===== src/flag_pkg.sv =====
package flag_pkg;

    // Flag word bit positions.
    localparam int CARRY_BIT = 0;
    localparam int FIXED_ONE_BIT = 1;
    localparam int PARITY_BIT = 2;
    localparam int NIBBLE_BIT = 4;
    localparam int ZERO_BIT = 6;
    localparam int SIGN_BIT = 7;
    localparam int STEP_BIT = 8;
    localparam int IRQ_EN_BIT = 9;
    localparam int DIR_BIT = 10;
    localparam int OVF_BIT = 11;
    localparam int IO_PRIVILEGE_LIMIT_LO = 12;
    localparam int IO_PRIVILEGE_LIMIT_HI = 13;

    // Bits held by the flag word; the rest of a saved image is forced.
    localparam logic [31:0] DEFINED_MASK = 32'h0007_7fd5;
    localparam logic [31:0] FIXED_ONES = 32'h0000_0002;
    localparam logic [31:0] FLAGS_RESET = 32'h0000_0002;
    localparam logic [31:0] RESULT_MASK = 32'h0000_08d5;
    localparam logic [31:0] IRQ_EN_MASK = 32'h0000_0200;
    localparam logic [31:0] IO_PRIVILEGE_LIMIT_MASK = 32'h0000_3000;

    // Register map of the plain register port.
    localparam logic [7:0] OFF_FLAGS = 8'h00;
    localparam logic [7:0] OFF_STATUS = 8'h04;
    localparam logic [7:0] OFF_CLEAR = 8'h08;
    localparam logic [7:0] OFF_ENABLE = 8'h0c;

    // Event bits of the status, clear and enable registers.
    localparam int EV_OVF = 0;
    localparam int EV_DEBUG = 1;
    localparam int EV_IRQ = 2;
    localparam int EV_N = 3;

    typedef enum logic [1:0] {
        SIZE_BYTE = 2'b00,
        SIZE_WORD = 2'b01,
        SIZE_DWORD = 2'b10
    } op_size_t;

    typedef enum logic [1:0] {
        OP_ADD = 2'b00,
        OP_SUB = 2'b01,
        OP_LOGIC = 2'b10
    } op_kind_t;

    function automatic logic [4:0] top_bit(input logic [1:0] size);
        case (size)
            SIZE_BYTE: top_bit = 5'h07;
            SIZE_WORD: top_bit = 5'h0f;
            default: top_bit = 5'h1f;
        endcase
    endfunction

    function automatic logic [31:0] size_mask(input logic [1:0] size);
        case (size)
            SIZE_BYTE: size_mask = 32'h0000_00ff;
            SIZE_WORD: size_mask = 32'h0000_ffff;
            default: size_mask = 32'hffff_ffff;
        endcase
    endfunction

endpackage


===== src/result_flag_calc.sv =====
`timescale 1ns/1ps
module result_flag_calc (
    input wire logic [1:0] op_size,
    input wire logic [1:0] op_kind,
    input wire logic [31:0] op_a,
    input wire logic [31:0] op_b,
    input wire logic [31:0] op_result,
    output logic ovf,
    output logic sign,
    output logic zero,
    output logic nibble,
    output logic parity,
    output logic carry
);
    logic [4:0] top;
    logic [31:0] into_vec;
    logic arith;
    logic is_sub;
    logic c_in;
    logic c_out;
    logic a_t;
    logic b_t;

    // The carry (or borrow) into each bit is recovered from both operands
    // and the sum, so the datapath need not export its carry chain.
    assign top = flag_pkg::top_bit(op_size);
    assign into_vec = op_a ^ op_b ^ op_result;
    assign arith = (op_kind == flag_pkg::OP_ADD) ||
                   (op_kind == flag_pkg::OP_SUB);
    assign is_sub = (op_kind == flag_pkg::OP_SUB);
    assign a_t = op_a[top];
    assign b_t = op_b[top];
    assign c_in = into_vec[top];
    assign c_out = is_sub ? ((~a_t & b_t) | (c_in & ~(a_t ^ b_t)))
                          : ((a_t & b_t) | (c_in & (a_t ^ b_t)));
    assign ovf = arith & (c_in ^ c_out);  // see RQ1, see RQ2
    assign sign = op_result[top];  // see RQ8, see RQ9
    assign zero = ~|(op_result & flag_pkg::size_mask(op_size));  // see RQ10
    assign nibble = arith & into_vec[4];  // see RQ11
    assign parity = ~^op_result[7:0];  // see RQ12
    assign carry = arith & c_out;  // see RQ13, see RQ14

endmodule


===== src/status_flag_logic.sv =====
// Added by the designer: strobed register access and the address map.
`timescale 1ns/1ps
// Function
// RQ1: Overflow set when carry in differs out.
// RQ2: Overflow taken at bit 7, 15, 31.
// RQ3: Direction bit selects index increment or decrement.
// RQ4: Interrupt-enable bit gates the maskable pin.
// RQ5: Image load changes enable only if privileged.
// RQ6: Step bit traps after next instruction.
// RQ7: Otherwise debug trap only from breakpoints.
// RQ8: Sign flag copies result top bit.
// RQ9: Sign taken at bit 7, 15, 31.
// RQ10: Zero flag set when result all zero.
// RQ11: Nibble carry records bit 3 carry.
// RQ12: Parity flag even over low byte.
// RQ13: Carry flag records top-bit carry or borrow.
// RQ14: Carry taken at bit 7, 15, 31.
// RQ15: Saved word has bit 1 one, others zero.
// RQ16: Flags update in the commit cycle.
module status_flag_logic (
    input wire logic clk,
    input wire logic reset,
    input wire logic [7:0] reg_addr,
    input wire logic [31:0] reg_wdata,
    input wire logic reg_wr,
    input wire logic reg_rd,
    output logic [31:0] reg_rdata,
    input wire logic op_commit,
    input wire logic [1:0] op_size,
    input wire logic [1:0] op_kind,
    input wire logic [31:0] op_a,
    input wire logic [31:0] op_b,
    input wire logic [31:0] op_result,
    input wire logic image_load,
    input wire logic [31:0] image_data,
    input wire logic [1:0] current_privilege,
    input wire logic maskable_irq_pin,
    input wire logic instr_done,
    input wire logic bp_match,
    output logic [31:0] status_flags_word,
    output logic index_decrement,
    output logic irq_accept,
    output logic debug_exception,
    output logic irq
);
    localparam int NE = flag_pkg::EV_N;

    logic [31:0] flags_q;
    logic [31:0] flags_d;
    logic [NE-1:0] status_q;
    logic [NE-1:0] status_d;
    logic [NE-1:0] enable_q;
    logic [31:0] rdata_q;
    logic dir_q;
    logic accept_q;
    logic debug_q;
    logic irq_q;
    logic pin_s1_q;
    logic pin_s2_q;

    logic f_ovf;
    logic f_sign;
    logic f_zero;
    logic f_nibble;
    logic f_parity;
    logic f_carry;

    result_flag_calc calc (
        .op_size(op_size),
        .op_kind(op_kind),
        .op_a(op_a),
        .op_b(op_b),
        .op_result(op_result),
        .ovf(f_ovf),
        .sign(f_sign),
        .zero(f_zero),
        .nibble(f_nibble),
        .parity(f_parity),
        .carry(f_carry)
    );

    // Result flags assembled at their word positions.
    wire [31:0] result_vec = {20'h0_0000, f_ovf, 3'h0, f_sign, f_zero,
                              1'b0, f_nibble, 1'b0, f_parity, 1'b0, f_carry};
    wire [31:0] arith_img = (flags_q & ~flag_pkg::RESULT_MASK) | result_vec;

    // A stacked image may not raise privilege: the enable bit follows the
    // image only at sufficient privilege, the privilege field only at zero.
    wire [1:0] io_privilege_limit_cur = flags_q[flag_pkg::IO_PRIVILEGE_LIMIT_HI:flag_pkg::IO_PRIVILEGE_LIMIT_LO];
    wire may_set_if = current_privilege <= io_privilege_limit_cur;  // see RQ5
    wire may_set_io_privilege_limit = current_privilege == 2'b00;
    wire [31:0] pop_mask = flag_pkg::DEFINED_MASK
        & ~(may_set_if ? 32'h0000_0000 : flag_pkg::IRQ_EN_MASK)
        & ~(may_set_io_privilege_limit ? 32'h0000_0000 : flag_pkg::IO_PRIVILEGE_LIMIT_MASK);
    wire [31:0] pop_img = (image_data & pop_mask)
        | (flags_q & flag_pkg::DEFINED_MASK & ~pop_mask)
        | flag_pkg::FIXED_ONES;  // see RQ15

    wire sel_flags = reg_addr == flag_pkg::OFF_FLAGS;
    wire sel_status = reg_addr == flag_pkg::OFF_STATUS;
    wire sel_clear = reg_addr == flag_pkg::OFF_CLEAR;
    wire sel_enable = reg_addr == flag_pkg::OFF_ENABLE;

    wire [31:0] wr_img = (reg_wdata & flag_pkg::DEFINED_MASK)
        | flag_pkg::FIXED_ONES;  // see RQ15

    // Stack loads beat result updates, which beat software writes; the
    // sequencer never loads and commits in one cycle in practice.
    assign flags_d = image_load ? pop_img :
                     op_commit ? arith_img :  // see RQ16
                     (reg_wr && sel_flags) ? wr_img : flags_q;

    // Trap after the instruction that began with the step bit set.
    wire step_trap = instr_done & flags_q[flag_pkg::STEP_BIT];  // see RQ6
    wire debug_d = step_trap | bp_match;  // see RQ7
    wire accept_d = pin_s2_q & flags_q[flag_pkg::IRQ_EN_BIT];  // see RQ4

    wire [NE-1:0] events = {accept_d, debug_d,
                            op_commit & ~image_load & f_ovf};
    wire [NE-1:0] clr = (reg_wr && sel_clear) ? reg_wdata[NE-1:0] : '0;
    // A new event in the clearing cycle survives the clear.
    assign status_d = (status_q & ~clr) | events;

    wire [31:0] rd_mux = sel_flags ? flags_q :
                         sel_status ? {29'h0, status_q} :
                         sel_enable ? {29'h0, enable_q} : 32'h0000_0000;

    always_ff @(posedge clk or posedge reset) begin
        if (reset) begin
            flags_q <= flag_pkg::FLAGS_RESET;
            dir_q <= 1'b0;
        end else begin
            flags_q <= flags_d;
            dir_q <= flags_d[flag_pkg::DIR_BIT];  // see RQ3
        end
    end

    always_ff @(posedge clk or posedge reset) begin
        if (reset) begin
            status_q <= '0;
            enable_q <= '0;
            irq_q <= 1'b0;
        end else begin
            status_q <= status_d;
            if (reg_wr && sel_enable) begin
                enable_q <= reg_wdata[NE-1:0];
            end
            irq_q <= |(status_d & enable_q);
        end
    end

    // The pin is asynchronous to the core clock.
    always_ff @(posedge clk or posedge reset) begin
        if (reset) begin
            pin_s1_q <= 1'b0;
            pin_s2_q <= 1'b0;
            accept_q <= 1'b0;
            debug_q <= 1'b0;
            rdata_q <= 32'h0000_0000;
        end else begin
            pin_s1_q <= maskable_irq_pin;
            pin_s2_q <= pin_s1_q;
            accept_q <= accept_d;
            debug_q <= debug_d;
            rdata_q <= reg_rd ? rd_mux : 32'h0000_0000;
        end
    end

    assign reg_rdata = rdata_q;
    assign status_flags_word = flags_q;
    assign index_decrement = dir_q;
    assign irq_accept = accept_q;
    assign debug_exception = debug_q;
    assign irq = irq_q;
endmodule


===== config.mk =====
export PLATFORM = sky130hd
export DESIGN_NAME = status_flag_logic
export DESIGN_NICKNAME = d
export VERILOG_FILES = /design/src/flag_pkg.sv /design/src/result_flag_calc.sv /design/src/status_flag_logic.sv
export SDC_FILE = /design/constraint.sdc
export NUM_CORES = 1
export LEC_CHECK = 0
export ABC_CLOCK_PERIOD_IN_PS = 2200
export BUFFER_PORTS_ARGS = -buffer_cell sky130_fd_sc_hd__clkbuf_2
export CAP_MARGIN = 10
export CORE_AREA = 2 2 97 99
export CTS_CLUSTER_DIAMETER = 60
export DETAILED_ROUTE_END_ITERATION = 16
export DIE_AREA = 0 0 99 101
export MAX_ROUTING_LAYER = met4
export PLACE_DENSITY = 0.71
export SYNTH_ARGS = -nofsm -noshare
export SYNTH_HDL_FRONTEND = slang
export SYNTH_SLANG_ARGS = --single-unit

===== constraint.sdc =====
create_clock -name clk -period 2.2 [get_ports clk]
set_input_delay 0.11 -clock clk [delete_from_list [all_inputs] [get_ports clk]]
set_output_delay 0.11 -clock clk [all_outputs]
set_load 0.02 [all_outputs]

## Word level (Yosys, flattened, before mapping)

Index checks and enable logic that the tools add are counted.

- Flip-flop bits (word level): 75
- Bits of input ports: 183
- Output and inout port bits: 68
- Logic and storage cells: 85

- $lt $le $gt $ge: 2
- Eq/ne operators: 5
- Multiplexer cells: 21
- Bitwise operators: 34
- Reduce and logical (&&, ||, !) cells: 13

Operators by type and width:

| cell | number |
|---|---|
| $mux W32 | 5 |
| $and A19 B32 Y32 | 2 |
| $and A32 B32 Y32 | 2 |
| $pmux W32 S2 | 1 |
| $xor A32 B32 Y32 | 2 |
| $not A14 Y32 | 1 |
| $not A32 Y32 | 1 |
| $or A32 B12 Y32 | 1 |
| $or A32 B32 Y32 | 1 |
| $reduce_or A32 Y1 | 1 |
| $bmux W1 S5 | 4 |
| $not A10 Y19 | 1 |
| $eq A8 B4 Y1 const B | 2 |
| $mux W14 | 1 |
| $and A1 B1 Y1 | 11 |
| $mux W10 | 1 |
| $pmux W5 S2 | 1 |
| $mux W3 | 3 |
| $eq A8 B3 Y1 const B | 1 |
| $logic_not A8 Y1 | 1 |
| $reduce_xnor A8 Y1 | 1 |
| $and A3 B3 Y3 | 2 |
| $logic_not A2 Y1 | 3 |
| $lt A5 B6 Y1 const B | 1 |
| other kinds (13) | 25 |

## Logic depth before layout (Yosys ltp)

Gate-level depths: netlist of run 1.

- Depth after elaboration: 15
- Depth in mapped cells: 10
- Depth with buffers taken out: 9

## Modules after synthesis

From an unflattened synthesis of run 1, not the netlist that was laid out.

- Cells, all modules: 282
- Area, all modules: 2717.6 µm²

Modules (own cells, without submodules):

| module | times used | cells an instance | area an instance (µm²) | seq. area each (µm²) |
|---|---|---|---|---|
| status_flag_logic | 1 | 219 | 2225.9 | 1102.3 |
| result_flag_calc | 1 | 63 | 491.7 | 0.0 |

## Worst setup path before layout of run 1

Ideal clock, no wire load.

- Path type: input port to flip-flop
- Start: in op_size[0]
- End: reg flags_q[0] (netlist: status_flags_word[0])
- Library setup time: 123 ps
- Data arrival time: 1756 ps
- Data required time: 2077 ps
- Path slack: 321 ps
- Stages: 9
- Buffers on the path: 1
- Cells stage by stage: clkbuf_1 -> mux2i_1 -> o21a_1 -> inv_1 -> ha_1 -> mux2_4 -> or3_4 -> a31oi_1 -> a21oi_1

- Longest elaborated chain between the ends: 13
- Elaborated cells on any way between the ends: 23
- Those cells by class: 1 x eq/ne; 10 x mux; 11 x bitwise; 1 x reduce/logical

Ends and longest elaborated chain:

| what | RTL line | RTL |
|---|---|---|
| start, declared | status_flag_logic.sv:29 | `input wire logic [1:0] op_size,` |
| $eq A2 B1 Y1 / $logic_not A2 Y1 (equally long branches) | flag_pkg.sv:50 | `case (size)` |
| $pmux W5 S2 * | flag_pkg.sv:50 |  |
| $bmux W1 S5, on equally long branches | result_flag_calc.sv:31, result_flag_calc.sv:32 |  |
| $mux W1, on equally long branches | result_flag_calc.sv:31, result_flag_calc.sv:32 |  |
| $xor A1 B1 Y1 | result_flag_calc.sv:34, result_flag_calc.sv:35 |  |
| $not A1 Y1 | result_flag_calc.sv:34 | `assign c_out = is_sub ? ((~a_t & b_t) \| (c_in & ~(a_t ^ b_t)))` |
| $and A1 B1 Y1 | result_flag_calc.sv:34 |  |
| $or A1 B1 Y1 | result_flag_calc.sv:34 |  |
| $mux W1 * | result_flag_calc.sv:34 |  |
| $and A1 B1 Y1 * | result_flag_calc.sv:41 | `assign carry = arith & c_out;` |
| $or A32 B12 Y32 * | status_flag_logic.sv:85 | `wire [31:0] arith_img = (flags_q & ~flag_pkg::RESULT_MASK) \| result_vec;` |
| $mux W32 * | status_flag_logic.sv:110 | `op_commit ? arith_img :` |
| $mux W32 * | status_flag_logic.sv:109 | `assign flags_d = image_load ? pop_img :` |
| end signal, assigned | status_flag_logic.sv:130 | `flags_q <= flag_pkg::FLAGS_RESET;` |
| end signal, assigned | status_flag_logic.sv:133 | `flags_q <= flags_d;` |
| end, declared | status_flag_logic.sv:48 | `logic [31:0] flags_q;` |

Mark *: on every way between the ends. The rest lies on a longest branch, timed or not. The select of a mux whose other input is x is not followed.
A chain may end at the register's enable or synchronous reset.

## Worst setup path after layout of run 1

Ends and elaborated chain as after synthesis.

==> results.toml, run 1 <==
[run_status]
status = "complete, but fails checks"
violations = "negative hold slack"

[cells_and_area]
fill_cells = 907
diodes = 0
drive_gt1_share_pct = 45.6
area_growth_pct = 30.3
multi_input_area_um2 = 1200
final_nets = 578
postLayoutCellArea_um2 = 3370
final_cell_mix = "145 x clkbuf_2, 43 x dfrtp_1, 17 x conb_1"
final_common_cell = "clkbuf_2"
ff_latch_area_um2 = 1100

[clocking]
root_buffer = "clkbuf_8"
clk_pin_slew_worst_paths_ns = 0.08
cts_buffers = 5
clk_latency_ns = 0.29
cts.sinks = 44
clock_path_buffers = 2
cts_tree = "done"
ctsHtreeMaxLevel = 2
cts_resized = 0

[sta]
slew_violations = 0
fin_ws_ns = 0.586
finalHoldViolCount = 32
tns_ns = 0
tightest_slew_ns = 0.892
setup_viol = 0
slew_headroom_pct = 40.4
fin_hold_ws_ns = -0.00508
rsz0062_at_grt = "false"
fin_skew_ns = 0.00205
period_needed_ns = 1.61
fin_crit_sh_pct = 73.3
fmax_mhz = 620

[logic_synthesis]
postSynthAreaPerCell_um2 = 10.1
synth_cell_types = 47
synth.cell_area_um2 = 2590
postSynth.asyncResetShare_pct = 100
synthFlopType = "dfrtp_1"
synthCells = 256
ys_ff_latch = 44
yosysSeqAreaShare_pct = 42.6
ys_warn_count = 0
synth_edf_count = 0

[drt]
via_per_inst = 4.61
dr.pass1.iters = 4
wire_per_inst_um = 14.1
drtIter0Drc = 56
detail-route-antenna-nets = 0
wl_um = 7060
vias = 2298
drc_errors = 0

[floorplanning]
die_w_um = 99
io_pins = 251
num_rows = 35
core_um2 = 8980
die_h_um = 101
initial_utilization_pct = 28.8
dieArea_um2 = 10000

[grt]
antenna_found_initial = 0
grtUsageTotal_pct = 14.5
met1_usage_pct = 16.8
grt_max_degree = 45
met2_usage_pct = 26.2
grt_pass1_wl_um = 11000
grt-ovfl-total = 0
grtUsageMet3_pct = 2.84
grt_pass1_vias = 2226
busiest_layer = "met2"

[placement]
port_buffers = 145
dp_hpwl_um = 5970
dpl_worst_slack_ns = 0.300
gp_congestion = 0.779
dpl-instance-area_um2 = 3250

[pwr]
power.density_nw_per_um2 = 594
p_int_uw = 1410
p_sw_uw = 595
peakVddDrop_uv = 249
power_uw = 2000
p_sw_share_pct = 29.7
combPwrFrac_pct = 25.1
seqPwrFrac_pct = 44.9
p_leak_uw = 0.00182
clockPowerShare_pct = 30.0

[setup_path]
cp.required_ns = 2.38
crit_path_start = "op_size[0]"
crit_type = "primary input to flip-flop"
worst_setup_path_end_kind = "flip-flop"
start_kind = "primary input"
crit_arrival_ns = 1.79
worst-path-max-fanout = 6
reg2reg_from = "status_flags_word[13]$_DFFE_PP0P_"

[min_path]
hp-class = "primary input to asynchronous set/reset pin"

[flow_run]
cap_violations = 0
sequential cells by signal, indices dropped and copies added (netlist names):
signal             flops
pin_s2_q               1
irq                    1
reg_rdata             17
pin_s1_q               1
irq_accept             1
debug_exception        1
enable_q               3
status_q               3
status_flags_word     15
index_decrement        1
through the flow:
stage | cells | util, %
floorplan | 272 | -
global placement | 490 | 36.2
detailed placement | 490 | 36.2
CTS | 499 | 37.5
global route | 499 | 37.5
finish | 499 | 37.5
synthesized netlist by cell type (3+ instances only):
cell type | count | area (µm²)
o22ai_1 | 4 | 25.0
nor2_1 | 12 | 45.0
nor4_1 | 9 | 56.3
buf_2 | 3 | 15.0
mux2_2 | 8 | 90.1
clkbuf_1 | 4 | 15.0
and2_1 | 12 | 75.1
a21oi_1 | 7 | 35.0
mux2i_1 | 11 | 110
xnor2_1 | 5 | 43.8
a31oi_1 | 5 | 31.3
xnor3_1 | 3 | 67.6
a22oi_1 | 5 | 37.5
o21ai_1 | 6 | 30.0
inv_1 | 16 | 60.1
dfrtp_1 | 43 | 1080
nand2_1 | 16 | 60.1
nand3_1 | 6 | 30.0
nand4_1 | 4 | 25.0
buf_4 | 34 | 255
a21o_1 | 3 | 22.5
nand2b_1 | 3 | 18.8
ha_1 | 8 | 100
o21ai_0 | 6 | 30.0
worst max-delay path: stages:
cell      delay [ns]
clkbuf_2        0.17
mux2i_1         0.21
o21a_1          0.16
inv_1           0.05
ha_1            0.18
mux2_4          0.25
or3_4           0.40
a31oi_1         0.18
a21oi_1         0.09
per-layer routing:
| layer | part of all wire, % | wire length, µm |
|---|---|---|
| met2 | 52 | 3650 |
| met1 | 40 | 2790 |
| met4 | 0.52 | 37 |
| met3 | 8.2 | 580 |
| met5 | 0 | 0 |
power groups by stage:
| stage | Sequential [µW] | Combinational [µW] | Clock (µW) |
|---|---|---|---|
| after global placement | 916 | 498 | 0 |
| final | 900 | 503 | 600 |
| after floorplan | 962 | 297 | 0 |
| after global routing | 910 | 557 | 668 |
| after detailed placement | 918 | 509 | 0 |
| after CTS | 902 | 511 | 616 |
area by class of cell:
class / instances / area share [%]
clock buffers: 6 / 2.15
clock inverters: 2 / 1.04
inverters: 16 / 1.78
multi-input cells: 170 / 35.5
flip-flops and latches: 44 / 32.7
well taps: 111 / 4.12
repair buffers: 150 / 22.7
cells by family (layout without fill, tap and decap cells):
kind of cell / after synthesis / after routing / share of synthesized area (%)
other: 1 / 17 / 0.145
adder cells (fa/ha/maj): 8 / 8 / 3.87
multiplexers: 20 / 20 / 8.32
XOR/XNOR: 8 / 8 / 4.30
buffers and inverters: 58 / 174 / 13.5
AO/OA/AOI/OAI: 40 / 40 / 9.53
AND/OR/NAND/NOR: 77 / 77 / 17.7
flip-flops: 44 / 44 / 42.6
repair_timing:
action | in CTS | in global routing
hold buffers | 1 | 0
endpoints found under the hold margin | 1 | 0
buffers inserted | 0 | 0
path summary, 6_finish.rpt:
| path | end | slack (ns) | depth (start not counted) |
|---|---|---|---|
| worst min register to register | pin_s2_q$_DFF_PP0_ | 0.36 | 0 |
| worst max-delay path | status_flags_word[0]$_DFFE_PP0P_ | 0.59 | 9 |
| min in group clk | status_flags_word[14]$_DFFE_PP0P_ | 0.03 | 3 |
| worst min-delay path | reg_rdata[30]$_DFF_PP0_ | -0.005 | 2 |
| worst max register to register | status_flags_word[9]$_DFFE_PP0P_ | 0.66 | 7 |
| max in group asynchronous | status_q[1]$_DFF_PP0_ | 1.66 | 2 |
No activity file was read; power rests on OpenSTA's default activity.
==> run 2, diff against run 1 <==
--- a/config.mk
+++ b/config.mk
@@ -5,15 +5,15 @@
 export SDC_FILE = /design/constraint.sdc
 export NUM_CORES = 1
 export LEC_CHECK = 0
-export ABC_CLOCK_PERIOD_IN_PS = 2200
+export ABC_CLOCK_PERIOD_IN_PS = 1600
 export BUFFER_PORTS_ARGS = -buffer_cell sky130_fd_sc_hd__clkbuf_2
 export CAP_MARGIN = 10
-export CORE_AREA = 2 2 97 99
+export CORE_AREA = 2 2 98 100
 export CTS_CLUSTER_DIAMETER = 60
 export DETAILED_ROUTE_END_ITERATION = 16
-export DIE_AREA = 0 0 99 101
+export DIE_AREA = 0 0 100 102
 export MAX_ROUTING_LAYER = met4
-export PLACE_DENSITY = 0.71
+export PLACE_DENSITY = 0.69
 export SYNTH_ARGS = -nofsm -noshare
 export SYNTH_HDL_FRONTEND = slang
 export SYNTH_SLANG_ARGS = --single-unit
==> constraint.sdc (replaced) <==
create_clock -name clk -period 1.6 [get_ports clk]
set_input_delay 0.08 -clock clk [delete_from_list [all_inputs] [get_ports clk]]
set_output_delay 0.08 -clock clk [all_outputs]
set_load 0.02 [all_outputs]
==> run 2 against run 1 <==
  * The flow now stops in detailed routing (5_2_route)
  * Global-route usage is 0.84 points higher
  * Synthesized cell count stayed put
  * Area after synthesis did not move
==> results.toml, run 2 <==
[floorplanning]
die_h_um = 102
num_rows = 35
die_w_um = 100
io_pins = 251
initial_utilization_pct = 28.4

[logic_synthesis]
postSynthAreaPerCell_um2 = 10.1
postSynth.asyncResetShare_pct = 100
yosys.area.top_type = "dfrtp_1"
synth.cell_area_um2 = 2590
ys_warn_count = 0
synth_compound_area_share_pct = 9.53
yosysMostFrequentCell = "dfrtp_1"
yosys.area_share.simple_pct = 17.7
ys_ff_latch = 44
synth_cell_types = 47
synthAdderAreaFrac_pct = 3.87
yosysSeqAreaShare_pct = 42.6
synth_edf_count = 0
synth_commonest_cells = "43 x dfrtp_1, 34 x buf_4, 16 x inv_1, 16 x nand2_1"
synthTopCellsByArea = "dfrtp_1 42%, buf_4 9.9%, mux2i_1 4.3%"
synth_mux_area_share_pct = 8.32
yosys.area_share.xor_xnor_pct = 4.30
synthCells = 256
synthFlopType = "dfrtp_1"
synth_top_cell_area_share_pct = 41.6
synth_top_family_by_area = "simple AND/OR/NAND/NOR gates"

[run_status]
failing_step = "detailed routing (5_2_route)"
error_line = "[ERROR DRT-0255] Maze Route cannot find path of net clk in worker of routeBox ( 48300 0 ) ( 100000 48300 )."
status = "stopped before the end"

[placement]
gp_congestion = 0.842
port_buffers = 145
dp_hpwl_um = 6140

[grt]
grtUsageTotal_pct = 15.4
grt_pass1_wl_um = 11600
grt_max_degree = 45
grt_pass1_vias = 2369
grt-ovfl-total = 0
antenna_found_initial = 0

[clocking]
cts_buffers = 5
ctsHtreeMaxLevel = 2
cts_setup_buffers = 0
cts.sinks = 44
root_buffer = "clkbuf_8"
clock_path_buffers = 2

[sta]
endpoint_type = "sequential cell input"
grt-worst-endpoint = "status_flags_word[0]$_DFFE_PP0P_/D"
## run 2: cell counts after synthesis
Identical to the previous run, type by type.
## run 2: per-layer routing
| layer | track usage (%) |
|---|---|
| met1 | 17.5 |
| met2 | 27.5 |
| met3 | 2.94 |
| met4 | 4.85 |
| met5 | - |
## run 2: through the flow
step / instances / utilization (%) / setup TNS, ns / area [µm²] / worst slack, ns
2_1_floorplan: 272 / - / -0.0980 / 2670 / -0.0696
3_3_place_gp: 503 / 36.8 / -0.456 / 3350 / -0.137
3_5_place_dp: 503 / 36.8 / -0.833 / 3350 / -0.223
4_1_cts: 516 / 38.8 / 0 / 3530 / 0.0534
5_1_grt: 516 / 38.9 / -0.00235 / 3540 / -0.00235
## run 2: cell families after synthesis
| logic type | count (synthesis) |
|---|---|
| multiplexers | 20 |
| AO/OA/AOI/OAI | 40 |
| other | 1 |
| flip-flops | 44 |
| buffers and inverters | 58 |
| AND/OR/NAND/NOR | 77 |
| XOR/XNOR | 8 |
| adder cells (fa/ha/maj) | 8 |
## run 2: repair_timing
action | in CTS | in global routing
setup endpoints to repair | 0 | 4
hold buffers | 5 | 0
resized for setup | 0 | 4
endpoints found under the hold margin | 47 | 0
==> run 3, diff against run 2 <==
--- a/config.mk
+++ b/config.mk
@@ -9,11 +9,9 @@
 export BUFFER_PORTS_ARGS = -buffer_cell sky130_fd_sc_hd__clkbuf_2
 export CAP_MARGIN = 10
 export CORE_AREA = 2 2 98 100
-export CTS_CLUSTER_DIAMETER = 60
 export DETAILED_ROUTE_END_ITERATION = 16
 export DIE_AREA = 0 0 100 102
-export MAX_ROUTING_LAYER = met4
-export PLACE_DENSITY = 0.69
+export PLACE_DENSITY_LB_ADDON = 0.15
 export SYNTH_ARGS = -nofsm -noshare
 export SYNTH_HDL_FRONTEND = slang
 export SYNTH_SLANG_ARGS = --single-unit
==> run 3 against run 2 <==
  * Global-route usage shrank 1.6 points
  * The run now ends clean
==> results.toml, run 3 (synthesized netlist as in run 1, its figures left out) <==
[floorplanning]
die_w_um = 100
dieArea_um2 = 10200
num_rows = 35
die_h_um = 102
io_pins = 251
initial_utilization_pct = 28.4
core_um2 = 9110

[cells_and_area]
final_common_cell = "clkbuf_2"
largest_register_ffs = 17
final_cell_mix = "145 x clkbuf_2, 43 x dfrtp_1, 19 x buf_4"
area_growth_pct = 37.7
diodes = 0
fill_cells = 959
final_nets = 599
drive_gt1_share_pct = 47.7
stdcell_count = 520
postLayoutCellArea_um2 = 3560

[sta]
setup_viol = 0
slew_violations = 0
fin_skew_ns = 0.00346
tns_ns = 0
fin_crit_sh_pct = 91.3
period_needed_ns = 1.46
fmax_mhz = 685
finalHoldViolCount = 0
fin_hold_ws_ns = 0.0109
fin_ws_ns = 0.140
rsz0062_at_grt = "false"

[grt]
met2_usage_pct = 24.8
grt_max_degree = 45
antenna_found_initial = 0
grtUsageMet3_pct = 3.69
busiest_layer = "met2"
grt_pass1_wl_um = 10800
grt-ovfl-total = 0
grtUsageTotal_pct = 13.7
grt_pass1_vias = 2234
met1_usage_pct = 16.5

[drt]
wire_per_inst_um = 13.6
vias = 2315
drtIter0Drc = 44
dr.pass1.iters = 4
detail-route-antenna-nets = 0
wl_um = 7060
via_per_inst = 4.45
drc_errors = 0

[setup_path]
slowest_stage = "or3_4"
crit_arrival_ns = 1.64
rr_worst_depth = 7
crit_path_start = "op_size[0]"
r2r_slack_ns = 0.20
worst-path-max-fanout = 3
worst_setup_path_end_kind = "flip-flop"
crit_cells = 9
crit_family = "multiplexers"
cp.required_ns = 1.78
path_cells = "clkbuf_2, mux2i_1, o21a_1, inv_1, ha_2, mux2_4, or3_4, a31oi_1, a21oi_1"
reg2reg_to = "status_flags_word[9]$_DFFE_PP0P_"
reg2reg_from = "status_flags_word[13]$_DFFE_PP0P_"
crit_type = "primary input to flip-flop"
crit_buf_inv = 2
crit_end = "status_flags_word[0]$_DFFE_PP0P_"
start_kind = "primary input"
max_stage_delay_ns = 0.38

[placement]
dp_hpwl_um = 5890
port_buffers = 145
dpl-instance-area_um2 = 3390
dpl_worst_slack_ns = -0.172
gp_congestion = 0.757
place_inst = 506

[pwr]
power.density_nw_per_um2 = 792
p_leak_uw = 0.00192
p_sw_share_pct = 29.6
p_int_uw = 1990
seqPwrFrac_pct = 43.9
p_sw_uw = 834
peakVddDrop_uv = 351
clockPowerShare_pct = 29.6
combPwrFrac_pct = 26.5

[clocking]
root_buffer = "clkbuf_8"
ctsHtreeMaxLevel = 2
clock_path_buffers = 2
cts.sinks = 44
cts_buffers = 5
cts_tree = "done"
cts_setup_buffers = 0
clk_pin_slew_worst_paths_ns = 0.08
clk_latency_ns = 0.29

[min_path]
hp-class = "primary input to flip-flop"

[flow_run]
cap_violations = 0

[run_status]
status = "finished clean"
-- run 3: power by group through the flow --
| stage | logic (µW) | clock network, µW | registers (µW) |
|---|---|---|---|
| floorplan | 414 | 0 | 1320 |
| global placement | 737 | 0 | 1260 |
| detailed placement | 742 | 0 | 1260 |
| CTS | 756 | 866 | 1240 |
| global route | 830 | 925 | 1250 |
| finish | 747 | 835 | 1240 |
-- run 3: worst min path at each step --
| stage | depth (start not counted) | slack (ns) | from | endpoint |
|---|---|---|---|---|
| 2_1_floorplan | 0 | 0.11 | maskable_irq_pin | pin_s1_q$_DFF_PP0_ |
| 3_3_place_gp | 3 | 0.12 | reset | reg_rdata[9]$_DFF_PP0_ |
| 3_5_place_dp | 3 | 0.12 | reset | debug_exception$_DFF_PP0_ |
| 4_1_cts | 3 | 0.005 | image_data[17] | status_flags_word[17]$_DFFE_PP0P_ |
| 5_1_grt | 3 | 0.009 | image_data[16] | status_flags_word[16]$_DFFE_PP0P_ |
| 6_report | 3 | 0.01 | image_data[17] | status_flags_word[17]$_DFFE_PP0P_ |
-- run 3: per-layer routing --
metal | share of wire, % | vias to the layer above
met2 | 50 | 115
met3 | 7.4 | 6
met4 | 0.93 | 0
li1 | - | 1135
met1 | 41 | 1059
met5 | 0 | -
-- run 3: area by class of cell --
type                       instances  area [µm²]  share of cell area (%)
timing repair buffer             171         948                    26.6
clock inverter                     2        35.0                   0.983
tap                              111         139                    3.90
multi-input combinational        170        1200                    33.8
inverter                          16        60.1                    1.69
sequential                        44        1100                    30.9
clock buffer                       6        72.6                    2.04
-- run 3: per-stage QoR --
step | utilization, % | power [µW]
2_1_floorplan | - | 1740
3_3_place_gp | 37.2 | 2000
3_5_place_dp | 37.2 | 2010
4_1_cts | 39.0 | 2860
5_1_grt | 39.1 | 3010
6_report | 39.1 | 2820
-- run 3: worst reg2reg max path, stage by stage, from the launching register on --
cell     delay [ns]
dfrtp_1        0.38
inv_1          0.07
ha_1           0.23
nor2b_1        0.13
o21ai_1        0.17
nand2_1        0.09
o22ai_1        0.15
a21oi_1        0.06
-- run 3: what timing repair did --
action | CTS | global route
gates resized for setup | 0 | 3
hold endpoints to repair | 48 | 0
hold buffers | 6 | 0
endpoints found under the setup margin | 0 | 3
==> run 4, diff against run 3 <==
--- a/config.mk
+++ b/config.mk
@@ -8,10 +8,11 @@
 export ABC_CLOCK_PERIOD_IN_PS = 1600
 export BUFFER_PORTS_ARGS = -buffer_cell sky130_fd_sc_hd__clkbuf_2
 export CAP_MARGIN = 10
-export CORE_AREA = 2 2 98 100
+export CORE_AREA = 2 2 99 101
 export DETAILED_ROUTE_END_ITERATION = 16
-export DIE_AREA = 0 0 100 102
-export PLACE_DENSITY_LB_ADDON = 0.15
+export DIE_AREA = 0 0 101 103
+export PLACE_DENSITY = 0.78
 export SYNTH_ARGS = -nofsm -noshare
 export SYNTH_HDL_FRONTEND = slang
+export SYNTH_HIERARCHICAL = 1
 export SYNTH_SLANG_ARGS = --single-unit
==> run 4 against run 3 <==
  * The flow now finishes with violations (negative setup slack)
  * Global-route usage is 0.23 points higher
  * Worst setup slack worse by 0.27 ns
  * Via count is 8.9% higher
  * Hold slack improved by 0.017 ns
  * Routed wire length grew 8.2%
  * Non-clock buffer count down 10
  * Maximum frequency shrank 16%
  * Area after synthesis is 5.0% higher
  * Core utilization down 0.77 points
  * Combinational power increased by 8.2%
  * Critical path type unchanged
  * Critical endpoint is now irq$_DFF_PP0_
  * Largest cell class unchanged
  * Largest power group unchanged
==> results.toml, run 4 <==
[drt]
wire_per_inst_um = 14.2
dr.pass1.iters = 4
wl_um = 7650
vias = 2522
detail-route-antenna-nets = 0
via_per_inst = 4.70
drc_errors = 0
drtIter0Drc = 90

[logic_synthesis]
yosysSeqAreaShare_pct = 40.6
yosysMostFrequentCell = "dfrtp_1"
synth_commonest_cells = "43 x dfrtp_1, 33 x buf_4, 21 x nand2_1"
synth_cell_types = 53
synth.cell_area_um2 = 2720
postSynthAreaPerCell_um2 = 9.64
synth_edf_count = 0
ys_warn_count = 6
synthFlopType = "dfrtp_1"
synthTopCellsByArea = "dfrtp_1 40%, buf_4 9.1%, ha_1 3.7%"
yosys.area.top_type = "dfrtp_1"
postSynth.asyncResetShare_pct = 100
synthCells = 282
synth_top_cell_area_share_pct = 39.6
ys_ff_latch = 44

[min_path]
whs_endpoint = "index_decrement$_DFFE_PP0P_"
min_from = "reg_wdata[10]"
holdPathStages = 3
hp-class = "primary input to flip-flop"

[floorplanning]
dieArea_um2 = 10400
initial_utilization_pct = 28.7
num_rows = 36
die_w_um = 101
core_um2 = 9460
io_pins = 251
die_h_um = 103

[run_status]
violations = "negative setup slack"
status = "complete, but fails checks"

[pwr]
peakVddDrop_uv = 317
p_int_uw = 1890
seqPwrFrac_pct = 45.1
p_leak_uw = 0.00191
power.density_nw_per_um2 = 776
combPwrFrac_pct = 28.7
p_sw_share_pct = 32.7
clockPowerShare_pct = 26.2
p_sw_uw = 920

[sta]
fmax_mhz = 576
setup_viol = 1
slew_violations = 0
fin_ws_ns = -0.135
finalHoldViolCount = 0
fin_skew_ns = 0.00443
rsz0062_at_grt = "true"
fin_crit_sh_pct = 108
period_needed_ns = 1.73

[setup_path]
reg2reg_from = "status_flags_word[13]$_DFFE_PP0P_"
crit_type = "primary input to flip-flop"
worst_setup_path_end_kind = "flip-flop"
crit_arrival_ns = 1.92
start_kind = "primary input"
cp.required_ns = 1.78
worst-path-max-fanout = 4
r2r_slack_ns = 0.13
reg2reg_to = "status_flags_word[9]$_DFFE_PP0P_"
rr_worst_depth = 6

[placement]
dpl_worst_slack_ns = -0.396
gp_congestion = 0.766
port_buffers = 145
dpl-instance-area_um2 = 3470
dp_hpwl_um = 6310

[grt]
antenna_found_initial = 0
grt_pass1_wl_um = 11400
grtUsageTotal_pct = 14.0
grt-ovfl-total = 0
grt_max_degree = 45
grt_pass1_vias = 2258

[clocking]
clk_pin_slew_worst_paths_ns = 0.08
clk_latency_ns = 0.29
cts_tree = "done"
clock_path_buffers = 2
ctsHtreeMaxLevel = 2
cts_buffers = 5
cts.sinks = 44
root_buffer = "clkbuf_8"

[cells_and_area]
final_cell_mix = "144 x clkbuf_2, 43 x dfrtp_1, 21 x nand2_1"
final_nets = 613
postLayoutCellArea_um2 = 3630
area_growth_pct = 33.4
diodes = 0
drive_gt1_share_pct = 46.1
final_common_cell = "clkbuf_2"
largest_register_ffs = 17

[flow_run]
cap_violations = 0
## run 4: final cells by class
type / instances / area (µm²)
well taps: 114 / 143
flip-flops and latches: 44 / 1100
clock buffers: 6 / 82.6
inverters: 14 / 52.6
clock inverters: 2 / 15.0
fillers: 950 / 5830
multi-input cells: 196 / 1360
repair buffers: 161 / 873
## run 4: cell families after synthesis
group	Yosys count	share of synthesized area, %
AOI/OAI and AO/OA	51	12.1
and+or+nand+nor	97	20.0
adders and majority gates	8	3.68
DFF	44	40.6
other	1	0.138
xor gates and xnor gates	8	4.10
buffers and inverters	58	13.2
muxes	15	6.22
## run 4: timing repair
item / in CTS / in global routing
setup buffers: 0 / 1
gates resized for setup: 0 / 12
hold buffers: 2 / 0
endpoints found under the setup margin: 1 / 3
pin swaps: 0 / 7
endpoints found under the hold margin: 44 / 0
## run 4: worst max-delay path by stage
| stage | startpoint | to | slack, ns | cells past startpoint |
|---|---|---|---|---|
| CTS | op_size[0] | irq$_DFF_PP0_ | -0.1 | 12 |
| floorplan | op_size[0] | irq$_DFF_PP0_ | -0.17 | 11 |
| global placement | op_size[0] | irq$_DFF_PP0_ | -0.27 | 11 |
| finish | op_size[0] | irq$_DFF_PP0_ | -0.13 | 11 |
| detailed placement | op_size[0] | irq$_DFF_PP0_ | -0.40 | 11 |
| global route | op_size[0] | irq$_DFF_PP0_ | -0.18 | 11 |
## run 4: critical path, stage by stage
cell     delay, ns
buf_8         0.08
mux2i_1       0.18
o21a_1        0.23
ha_4          0.24
nor3b_2       0.16
o22ai_1       0.16
a21oi_1       0.11
and3b_2       0.25
o21ai_2       0.11
nand2_1       0.05
a211o_1       0.26
## run 4: metal layers
| layer | share of wire, % | GRT usage [%] |
|---|---|---|
| met1 | 42 | 17.8 |
| met3 | 6.9 | 3.73 |
| met2 | 49 | 23.2 |
| met5 | 0 | 0 |
| met4 | 2.4 | 4.57 |
## run 4: through the flow
step	cells	power, µW	hold slack [ns]	TNS [ns]	utilization, %
4_1_cts	536	2820	0.0241	-0.0989	37.9
3_3_place_gp	526	2050	0.111	-0.461	36.6
3_5_place_dp	526	2080	0.117	-0.928	36.6
5_1_grt	537	2970	0.0435	-0.219	38.3
6_report	537	2810	0.0276	-0.135	38.3
2_1_floorplan	298	1800	0.111	-0.170	-
## run 4: power by group through the flow
stage | logic, µW | clock network [µW] | registers, µW
after floorplan | 460 | 0 | 1340
after global placement | 768 | 0 | 1280
after detailed placement | 790 | 0 | 1290
after CTS | 797 | 758 | 1270
after global routing | 887 | 801 | 1280
final | 808 | 738 | 1270
